[src/hsrm_map.svh]
`ifndef HSRM_MAP_SVH
`define HSRM_MAP_SVH

// Register offsets (8-bit register address space)
`define HSRM_SUPPLY_OFS     8'h21
`define HSRM_PERIOD_OFS     8'h22
`define HSRM_SUPPLY_RST     8'h00
`define HSRM_PERIOD_RST     8'h00

// Clock rate and resonance-period code unit (ns per code, 98.46 us)
`define HSRM_CLK_MHZ        125
`define HSRM_PERIOD_UNIT_NS 98460
// Cycles per period code step, rounded down
`define HSRM_UNIT_CYC       ((`HSRM_PERIOD_UNIT_NS * `HSRM_CLK_MHZ) / 1000)

// Supply code full scale: volts = code * 5.6 / 255
`define HSRM_SUPPLY_FS_MV   5600
`define HSRM_SUPPLY_FS_CODE 255

`endif

[src/hsrm_pkg.sv]
package hsrm_pkg;
	typedef enum logic [1:0] {
		TrkIdle,
		TrkWaitLock,
		TrkTrack
	} hsrm_trk_t;
endpackage

[src/hsrm_monitor.sv]
`timescale 1ns/100ps
`include "hsrm_map.svh"

module hsrm_monitor (
	input  wire logic       clk,
	input  wire logic       rst,
	input  wire logic       driving,
	input  wire logic       fixedFrequencyDriveSelect,
	input  wire logic [7:0] fixedPeriodCode,
	input  wire logic       autoCalActive,
	input  wire logic       backEmfZeroCross,
	input  wire logic [7:0] supplyAdcCode,
	input  wire logic       supplyAdcValid,
	input  wire logic [7:0] regAddr,
	input  wire logic       regWrite,
	input  wire logic [7:0] regWdata,
	output logic      [7:0] regRdata,
	output logic            commutate,
	output logic            locked
);

	////////////////////////////////////////////////////////////////
	logic [7:0]       supplyCode_r, supplyCode_nxt;
	logic [7:0]       periodCode_r, periodCode_nxt;
	logic [2:0]       emfSync_r;
	logic             emfLevel_r, emfLevel_nxt;
	logic [23:0]      cycCnt_r, cycCnt_nxt;
	logic [23:0]      halfCyc_r, halfCyc_nxt;
	logic [23:0]      driveCnt_r, driveCnt_nxt;
	logic             commutate_r, commutate_nxt;
	hsrm_pkg::hsrm_trk_t state_r, state_nxt;
	logic             emfEdge;

	localparam logic [23:0] UnitCyc = 24'(`HSRM_UNIT_CYC);

	// Period in cycles to 8-bit code of 98.46 us steps, saturating
	function automatic logic [7:0] cyc_to_code(input logic [23:0] cyc);
		logic [23:0] q;
		q = cyc / UnitCyc;
		cyc_to_code = (q > 24'h0000ff) ? 8'hff : q[7:0];
	endfunction

	////////////////////////////////////////////////////////////////
	// Back-EMF zero crossing: three stages, change when stages 2 and 3 agree
	always_ff @(posedge clk) begin
		if (rst)
			emfSync_r <= 3'h0;
		else
			emfSync_r <= {emfSync_r[1:0], backEmfZeroCross};
	end

	always_comb begin
		emfLevel_nxt = emfLevel_r;
		if (emfSync_r[2] == emfSync_r[1])
			emfLevel_nxt = emfSync_r[2];
	end

	// Each half-cycle of back-EMF shows as a level change
	assign emfEdge = (emfLevel_nxt != emfLevel_r);

	////////////////////////////////////////////////////////////////
	// Tracker; autoCalActive is deliberately not an input to it
	always_comb begin
		state_nxt     = state_r;
		cycCnt_nxt    = cycCnt_r;
		halfCyc_nxt   = halfCyc_r;
		driveCnt_nxt  = driveCnt_r;
		commutate_nxt = 1'b0;
		periodCode_nxt = periodCode_r;
		if (!driving) begin
			state_nxt  = hsrm_pkg::TrkIdle;
			cycCnt_nxt = 24'h0;
		end else if (fixedFrequencyDriveSelect) begin
			// Programmed period, no back-EMF tracking
			state_nxt = hsrm_pkg::TrkIdle;
			halfCyc_nxt = ({16'h0, fixedPeriodCode} * UnitCyc) >> 1;
			if (driveCnt_r + 24'h1 >= halfCyc_nxt) begin
				driveCnt_nxt  = 24'h0;
				commutate_nxt = 1'b1;
			end else
				driveCnt_nxt = driveCnt_r + 24'h1;
		end else begin
			cycCnt_nxt = (cycCnt_r == 24'hffffff) ? cycCnt_r : cycCnt_r + 24'h1;
			driveCnt_nxt = driveCnt_r + 24'h1;
			case (state_r)
				hsrm_pkg::TrkIdle: begin
					state_nxt  = hsrm_pkg::TrkWaitLock;
					cycCnt_nxt = 24'h0;
				end
				hsrm_pkg::TrkWaitLock: begin
					// First back-EMF edge gives the lock; cycles since entering wait are taken as the half cycle
					if (emfEdge) begin
						halfCyc_nxt   = cycCnt_r;
						cycCnt_nxt    = 24'h0;
						driveCnt_nxt  = 24'h0;
						commutate_nxt = 1'b1;
						state_nxt     = hsrm_pkg::TrkTrack;
					end
				end
				hsrm_pkg::TrkTrack: begin
					if (emfEdge) begin
						// Re-measure every half cycle and resync drive
						halfCyc_nxt    = cycCnt_r;
						periodCode_nxt = cyc_to_code({cycCnt_r[22:0], 1'b0});
						cycCnt_nxt     = 24'h0;
						driveCnt_nxt   = 24'h0;
						commutate_nxt  = 1'b1;
					end else if (driveCnt_r + 24'h1 >= halfCyc_r) begin
						driveCnt_nxt  = 24'h0;
						commutate_nxt = 1'b1;
					end
				end
				default: state_nxt = hsrm_pkg::TrkIdle;
			endcase
		end
		if (fixedFrequencyDriveSelect && driving)
			periodCode_nxt = fixedPeriodCode;
		if (regWrite && regAddr == `HSRM_PERIOD_OFS)
			periodCode_nxt = regWdata;
	end

	always_ff @(posedge clk) begin
		if (rst) begin
			state_r      <= hsrm_pkg::TrkIdle;
			emfLevel_r   <= 1'b0;
			cycCnt_r     <= 24'h0;
			halfCyc_r    <= 24'h0;
			driveCnt_r   <= 24'h0;
			commutate_r  <= 1'b0;
			periodCode_r <= `HSRM_PERIOD_RST;
		end else begin
			state_r      <= state_nxt;
			emfLevel_r   <= emfLevel_nxt;
			cycCnt_r     <= cycCnt_nxt;
			halfCyc_r    <= halfCyc_nxt;
			driveCnt_r   <= driveCnt_nxt;
			commutate_r  <= commutate_nxt;
			periodCode_r <= periodCode_nxt;
		end
	end

	////////////////////////////////////////////////////////////////
	// Supply code: live while driving, held when idle except for host writes to the supply offset
	always_comb begin
		supplyCode_nxt = supplyCode_r;
		if (driving && supplyAdcValid)
			supplyCode_nxt = supplyAdcCode;
		else if (regWrite && regAddr == `HSRM_SUPPLY_OFS)
			supplyCode_nxt = regWdata;
	end

	always_ff @(posedge clk) begin
		if (rst)
			supplyCode_r <= `HSRM_SUPPLY_RST;
		else
			supplyCode_r <= supplyCode_nxt;
	end

	////////////////////////////////////////////////////////////////
	always_comb begin
		case (regAddr)
			`HSRM_SUPPLY_OFS: regRdata = supplyCode_r;
			`HSRM_PERIOD_OFS: regRdata = periodCode_r;
			default:          regRdata = 8'h00;
		endcase
	end

	assign commutate = commutate_r;
	assign locked    = (state_r == hsrm_pkg::TrkTrack);

endmodule

[config.mk]
export PLATFORM = sky130hd
export DESIGN_NAME = hsrm_monitor
export DESIGN_NICKNAME = d
export VERILOG_FILES = /design/src/hsrm_pkg.sv /design/src/hsrm_monitor.sv
export VERILOG_INCLUDE_DIRS = /design/src
export SDC_FILE = /design/constraint.sdc
export NUM_CORES = 1
export LEC_CHECK = 0
export BUFFER_PORTS_ARGS = -buffer_cell sky130_fd_sc_hd__buf_2
export CORE_ASPECT_RATIO = 1.5
export CORE_MARGIN = 2
export CORE_UTILIZATION = 50
export CTS_CLUSTER_SIZE = 8
export DETAILED_ROUTE_END_ITERATION = 12
export PLACE_DENSITY = 0.78
export SYNTH_ARGS = -nofsm -noshare
export SYNTH_HDL_FRONTEND = slang
export SYNTH_SLANG_ARGS = --single-unit
[constraint.sdc]
create_clock -name clk -period 17.2 [get_ports clk]
set_input_delay 5.16 -clock clk [delete_from_list [all_inputs] [get_ports clk]]
set_output_delay 5.16 -clock clk [all_outputs]
set_load 0.01 [all_outputs]
; ---- Yosys cells after proc, flatten, opt, wreduce, memory -nomap -nowiden
; Index checks and enable logic that the tools add are counted.
[op_classes]
addsub = 2
multipliers = 1
div = 1
order_cmp = 3
n_eq_ne = 9
muxes = 31
n_bitwise = 2
reduce_logical = 17
[ops]
columns = operator, n
row1 = $mux W24, 10
row2 = $pmux W24 S2, 2
row3 = $mux W8, 9
row4 = $add A24 B1 Y24 const B, 2
row5 = $div A24 B14 Y24 const B, 1
row6 = $eq A24 B24 Y1 const B, 1
row7 = $ge A24 B21 Y1, 1
row8 = $ge A24 B24 Y1, 1
row9 = $gt A24 B8 Y1 const B, 1
row10 = $mul A8 B14 Y22 const B, 1
row11 = $eq A8 B6 Y1 const B, 2
row12 = $pmux W8 S2, 1
row13 = $reduce_bool A3 Y1, 3
row14 = $mux W1, 6
row15 = $pmux W2 S3, 1
row16 = $reduce_bool A2 Y1, 3
row17 = $logic_and A1 B1 Y1, 4
row18 = $reduce_and A4 Y1, 1
row19 = $reduce_or A2 Y1, 2
row20 = $ne A3 B1 Y1 const B, 1
row21 = $reduce_and A3 Y1, 1
row22 = $reduce_or A3 Y1, 1
row23 = $eq A2 B1 Y1 const B, 1
row24 = $eq A2 B2 Y1 const B, 1
row25 = other kinds (8), 9
[word_totals]
regBits = 95
in_bits = 40
output_inout_bits = 10
elab_cells = 75

; ---- Depth between registers and ports, before layout
[logic_depth]
word_depth = 9
ltp_mapped = 53
ltp_nobuf = 43

; ---- Worst setup path after synthesis
; Ideal clock, no wire load.
[synth_timing]
path_kind = flip-flop to flip-flop
start = register cycCnt_r[1]
end = register periodCode_r[0]
arrival_ns = 12.428
required_ns = 17.070
setup_slack_ns = 4.642
path_stages_with_launch = 47
n_path_buf = 4
synth_period_minus_slack_ns = 12.558
cell_sequence = dfxtp_1 -> clkbuf_1 -> clkinv_1 -> ha_1 -> or4b_1 -> or3_1 -> a2111oi_2 -> o21ai_1 -> a211oi_2 -> nor3_1 -> nor4_2 -> o211a_2 -> nand4_4 -> o21ai_2 -> buf_4 -> mux2_4 -> a2111o_1 -> nand3_1 -> [... 11 more ...] -> nor2_1 -> mux2_2 -> a211oi_4 -> a211oi_2 -> o221a_2 -> or2_1 -> buf_4 -> a31o_4 -> o21ai_4 -> nand2_4 -> xnor2_1 -> ha_1 -> o21bai_1 -> a21boi_0 -> or4b_1 -> o2bb2ai_1 -> a2111oi_2 -> o32ai_1
[synth_via]
elab_chain_len = 9
[synth_lines]
columns = item, line_no
row1 = "start, declared", hsrm_monitor.sv:27  ; logic [23:0] cycCnt_r, cycCnt_nxt;
row2 = "start signal, assigned", hsrm_monitor.sv:134  ; cycCnt_r <= cycCnt_nxt;
row3 = $div A24 B14 Y24 *, hsrm_monitor.sv:39  ; q = cyc / UnitCyc;
row4 = $gt A24 B8 Y1, hsrm_monitor.sv:40  ; cyc_to_code = (q > 24'h0000ff) ? 8'hff : q[7:0];
row5 = $mux W8 *, hsrm_monitor.sv:40
row6 = $mux W8 *, hsrm_monitor.sv:101  ; if (emfEdge) begin
row7 = $mux W8 *, hsrm_monitor.sv:85  ; case (state_r)
row8 = $mux W8 *, hsrm_monitor.sv:73  ; end else if (fixedFrequencyDriveSelect) begin
row9 = $mux W8 *, hsrm_monitor.sv:70  ; if (!driving) begin
row10 = $mux W8 *, hsrm_monitor.sv:116  ; if (fixedFrequencyDriveSelect && driving)
row11 = $mux W8 *, hsrm_monitor.sv:118  ; if (regWrite && regAddr == `HSRM_PERIOD_OFS)
row12 = "end signal, assigned", hsrm_monitor.sv:130  ; periodCode_r <= `HSRM_PERIOD_RST;
row13 = "end signal, assigned", hsrm_monitor.sv:138  ; periodCode_r <= periodCode_nxt;
row14 = "end, declared", hsrm_monitor.sv:24  ; logic [7:0] periodCode_r, periodCode_nxt;
; Mark *: on every way between the ends. The rest lies on a longest branch, timed or not. The select of a mux whose other input is x is not followed.
; A chain may end at the register's enable or synchronous reset.

; ---- Worst setup path after layout
; Same ends and word-level chain as after synthesis.

==> impl_metrics.sql <==
INSERT INTO impl_metrics (metric_group, metric, value, unit) VALUES
('grt', 'grt_antenna_before_repair', '1', ''),
('placed_design', 'hpwl_after_detailed_placement', '39.36', 'mm'),
('yosys', 'synth-compound-area-share', '32.56', '%'),
('sta', 'worst_clock_skew', '0.006162', 'ns'),
('grt', 'maximum_number_of_pins_on_one_net_before_global_route_repair', '51', ''),
('yosys', 'syn-cell-area', '0.01505', 'mm²'),
('status', 'outcome', 'completed', ''),
('worst_setup_path', 'worst-endpoint-arrival', '16.61', 'ns'),
('detailed_routing', 'postRouteAntennaNets', '0', ''),
('cts', 'clock_tree.htree_level_count', '3', ''),
('detailed_routing', 'wire_per_inst', '20.49', 'µm'),
('die', 'placement_rows', '77', ''),
('cells_and_area', 'fillerInstances', '2836', ''),
('sta', 'period_minus_slack', '16.37', 'ns'),
('yosys', 'ys_dominant_reg_cell', 'dfxtp_1', ''),
('sta', 'setup_tns', '0', 'ns'),
('cells_and_area', 'drive_gt1_share', '10.95', '%'),
('cts', 'clock_latency', '0.37', 'ns'),
('worst_setup_path', 'reg2reg_from', 'cycCnt_r[1]$_SDFFE_PP0N_', ''),
('cts', 'clock_sinks', '95', ''),
('yosys', 'synth-adder-area-share', '8.910', '%'),
('worst_setup_path', 'timing.critical_path.to_type', 'flop', ''),
('sta', 'layout_setup_ws', '0.8303', 'ns'),
('yosys', 'synth_simple_gate_area_share', '27.79', '%'),
('power_and_ir_drop', 'netSwitchingPower', '0.1877', 'mW'),
('cells_and_area', 'synthesis_to_layout_area_growth', '5.643', '%'),
('yosys', 'yosysSeqAreaShare', '12.63', '%'),
('die', 'die_area', '0.03154', 'mm²'),
('sta', 'worst-slew-pin-transition', '1.187', 'ns'),
('yosys', 'synth.area.mux_share', '2.876', '%'),
('sta', 'finalHoldViolCount', '0', ''),
('worst_setup_path', 'critPathMaxFanout', '22', ''),
('min_path', 'hold_start', 'emfSync_r[0]$_SDFF_PP0_', ''),
('detailed_routing', 'via_count', '16244', ''),
('worst_setup_path', 'timing.setup.critical_path_class', 'reg2reg', ''),
('yosys', 'async_flop_share', '0', '%'),
('min_path', 'hold-path-cell-count', '1', ''),
('worst_setup_path', 'cp_slowest_stage_delay', '0.77', 'ns'),
('yosys', 'synthesis_stage_register_bit_count', '95', ''),
('sta', 'rsz_0062_raised_after_global_routing', 'false', ''),
('grt', 'overflow', '0', ''),
('cts', 'post_cts_buffers', '0', ''),
('cts', 'holdBufCountCts', '0', ''),
('worst_setup_path', 'ff2ff_path_depth', '42', ''),
('yosys', 'yosys.cell_types.count', '135', ''),
('cts', 'cts_resized', '0', ''),
('die', 'die_width', '145.7', 'µm'),
('sta', 'timing.final.crit_share', '95.17', '%'),
('grt', 'grt_first_pass_wirelength', '81.13', 'mm'),
('cells_and_area', 'final_nets', '2167', ''),
('worst_setup_path', 'reg2reg_slack', '0.83', 'ns'),
('worst_setup_path', 'timing.critical_path.buf_inv', '3', ''),
('detailed_routing', 'via_count_normalized_by_instance_count', '6.704', ''),
('worst_setup_path', 'start_kind', 'flop', ''),
('worst_setup_path', 'worstPathRequired', '17.44', 'ns'),
('power_and_ir_drop', 'power_frac_clock', '38.3', '%'),
('cts', 'cts-root-to-sink-buffers', '2', ''),
('cts', 'numCtsBuffers', '9', ''),
('yosys', 'synthesis.area_per_instance', '7.390', 'µm²'),
('placed_design', 'gp_routability_congestion', '0.9753', ''),
('die', 'start_util', '50.90', '%'),
('min_path', 'hold_class', 'reg2reg', ''),
('yosys', 'post_synth_inst_count', '2037', ''),
('power_and_ir_drop', 'leakage', '6.305', 'nW'),
('worst_setup_path', 'worstReg2RegEnd', 'periodCode_r[0]$_SDFFE_PP0P_', ''),
('power_and_ir_drop', 'power_density', '37.55', 'mW/mm²'),
('detailed_routing', 'detailedRoute.firstIterationViolations', '1128', ''),
('worst_setup_path', 'critPathLaunch', 'cycCnt_r[1]$_SDFFE_PP0N_', ''),
('detailed_routing', 'route.final.wire_length', '49.65', 'mm'),
('placed_design', 'io_buffer_count', '48', ''),
('yosys', 'synth_edf_count', '0', '');
flip-flops by register name, summed over array words and instances, names as in the netlist, 2 cells and up:
name	cells
state_r	2
emfSync_r	3
halfCyc_r	24
periodCode_r	8
driveCnt_r	24
supplyCode_r	8
cycCnt_r	24
power by group through the flow:
stage	combinational, mW	sequential (mW)	clock (mW)
floorplan	0.0950	0.234	0
global placement	0.130	0.235	0
detailed placement	0.134	0.235	0
CTS	0.136	0.230	0.232
global route	0.155	0.231	0.240
finish	0.138	0.230	0.229
layout by cell type, fill, tap and decap left out, drive strengths merged, types with 29 or more instances in the layout:
master	synthesis	final
a211oi	46	46
xnor2	124	124
nand2	167	167
o211ai	37	37
nor2	211	211
and2	29	29
dfxtp	95	95
a31oi	30	30
buf	27	76
nand3	96	96
nor4	33	33
ha	100	100
a21oi	143	143
inv	75	77
xor2	47	47
nand4	31	31
nor3	54	54
o21ai	91	91
worst register-to-register path: cells and delay by family (launching register included):
family	cells	cell delay, ns
AO/OA/AOI/OAI	22	7.43
XOR/XNOR	1	0.52
adder cells (fa/ha/maj)	1	0.40
buffers and inverters	3	0.99
flip-flops	1	0.77
multiplexers	1	0.26
AND/OR/NAND/NOR	14	5.88
routing by layer:
metal  global-route usage, %  routed length [µm]  vias to the layer above
li1                        -                   -                     7677
met1                   32.26               18410                     7681
met2                   55.85               24880                      651
met3                   3.705                2255                      233
met4                   25.26                4097                        2
met5                       0                  12                        -
metrics by stage:
stage,cell area (µm²),cells
finish,15900,2423
global route,15900,2423
CTS,15900,2423
detailed placement,15560,2407
global placement,15560,2407
floorplan,15050,2037
logic make-up (layout without fill, tap and decap cells):
group / count (synthesis) / count (layout)
AO/OA/AOI/OAI: 647 / 647
adder cells (fa/ha/maj): 105 / 105
XOR/XNOR: 171 / 171
buffers and inverters: 180 / 171
multiplexers: 39 / 39
flip-flops: 95 / 95
AND/OR/NAND/NOR: 800 / 800
synthesized netlist by cell type (14+ instances only):
master      n  share of area (%)
nor2_1    208                5.2
nand2_1   165                4.1
a21oi_1   136                4.5
xnor2_1   119                6.9
ha_1      100                8.3
dfxtp_1    95                 13
nand3_1    93                3.1
clkbuf_1   74                1.8
inv_1      74                1.8
o21ai_0    67                2.2
nor3_1     50                1.7
xor2_1     46                2.7
a211oi_1   38                1.9
o211ai_1   33                1.6
nand4_1    29                1.2
nor4_1     29                1.2
and2_1     27                1.1
and3_1     27                1.1
nand2b_1   27                1.1
o31ai_1    27                1.3
a31oi_1    25                1.0
a32o_1     24                1.6
a21o_1     23                1.1
nor2b_1    22               0.91
or3_1      21               0.87
mux2i_1    20                1.3
o21ai_1    20               0.66
a311oi_1   17               0.99
or2_2      16               0.66
o22ai_1    15               0.62
a211o_1    14               0.81
buf_2      14               0.47
mux2_2     14                1.0
how the worst max path moves through the flow:
stage,to,slack [ns],depth (start not counted)
global route,periodCode_r[0]$_SDFFE_PP0P_,0.18,42
floorplan,periodCode_r[0]$_SDFFE_PP0P_,4.64,46
global placement,periodCode_r[0]$_SDFFE_PP0P_,1.57,42
detailed placement,periodCode_r[0]$_SDFFE_PP0P_,1.46,43
finish,periodCode_r[0]$_SDFFE_PP0P_,0.83,42
CTS,periodCode_r[0]$_SDFFE_PP0P_,1.41,43
layout make-up:
type | count | area [µm²] | share of cell area [%]
Sequential cell | 95 | 1902 | 11.96
Inverter | 79 | 296.5 | 1.865
Clock buffer | 9 | 225.2 | 1.416
Multi-Input combinational cell | 1762 | 12420 | 78.10
Tap cell | 395 | 494.2 | 3.108
Clock inverter | 7 | 115.1 | 0.7238
Timing Repair Buffer | 76 | 450.4 | 2.832
Note: power is estimated with default switching activity, not from simulation.
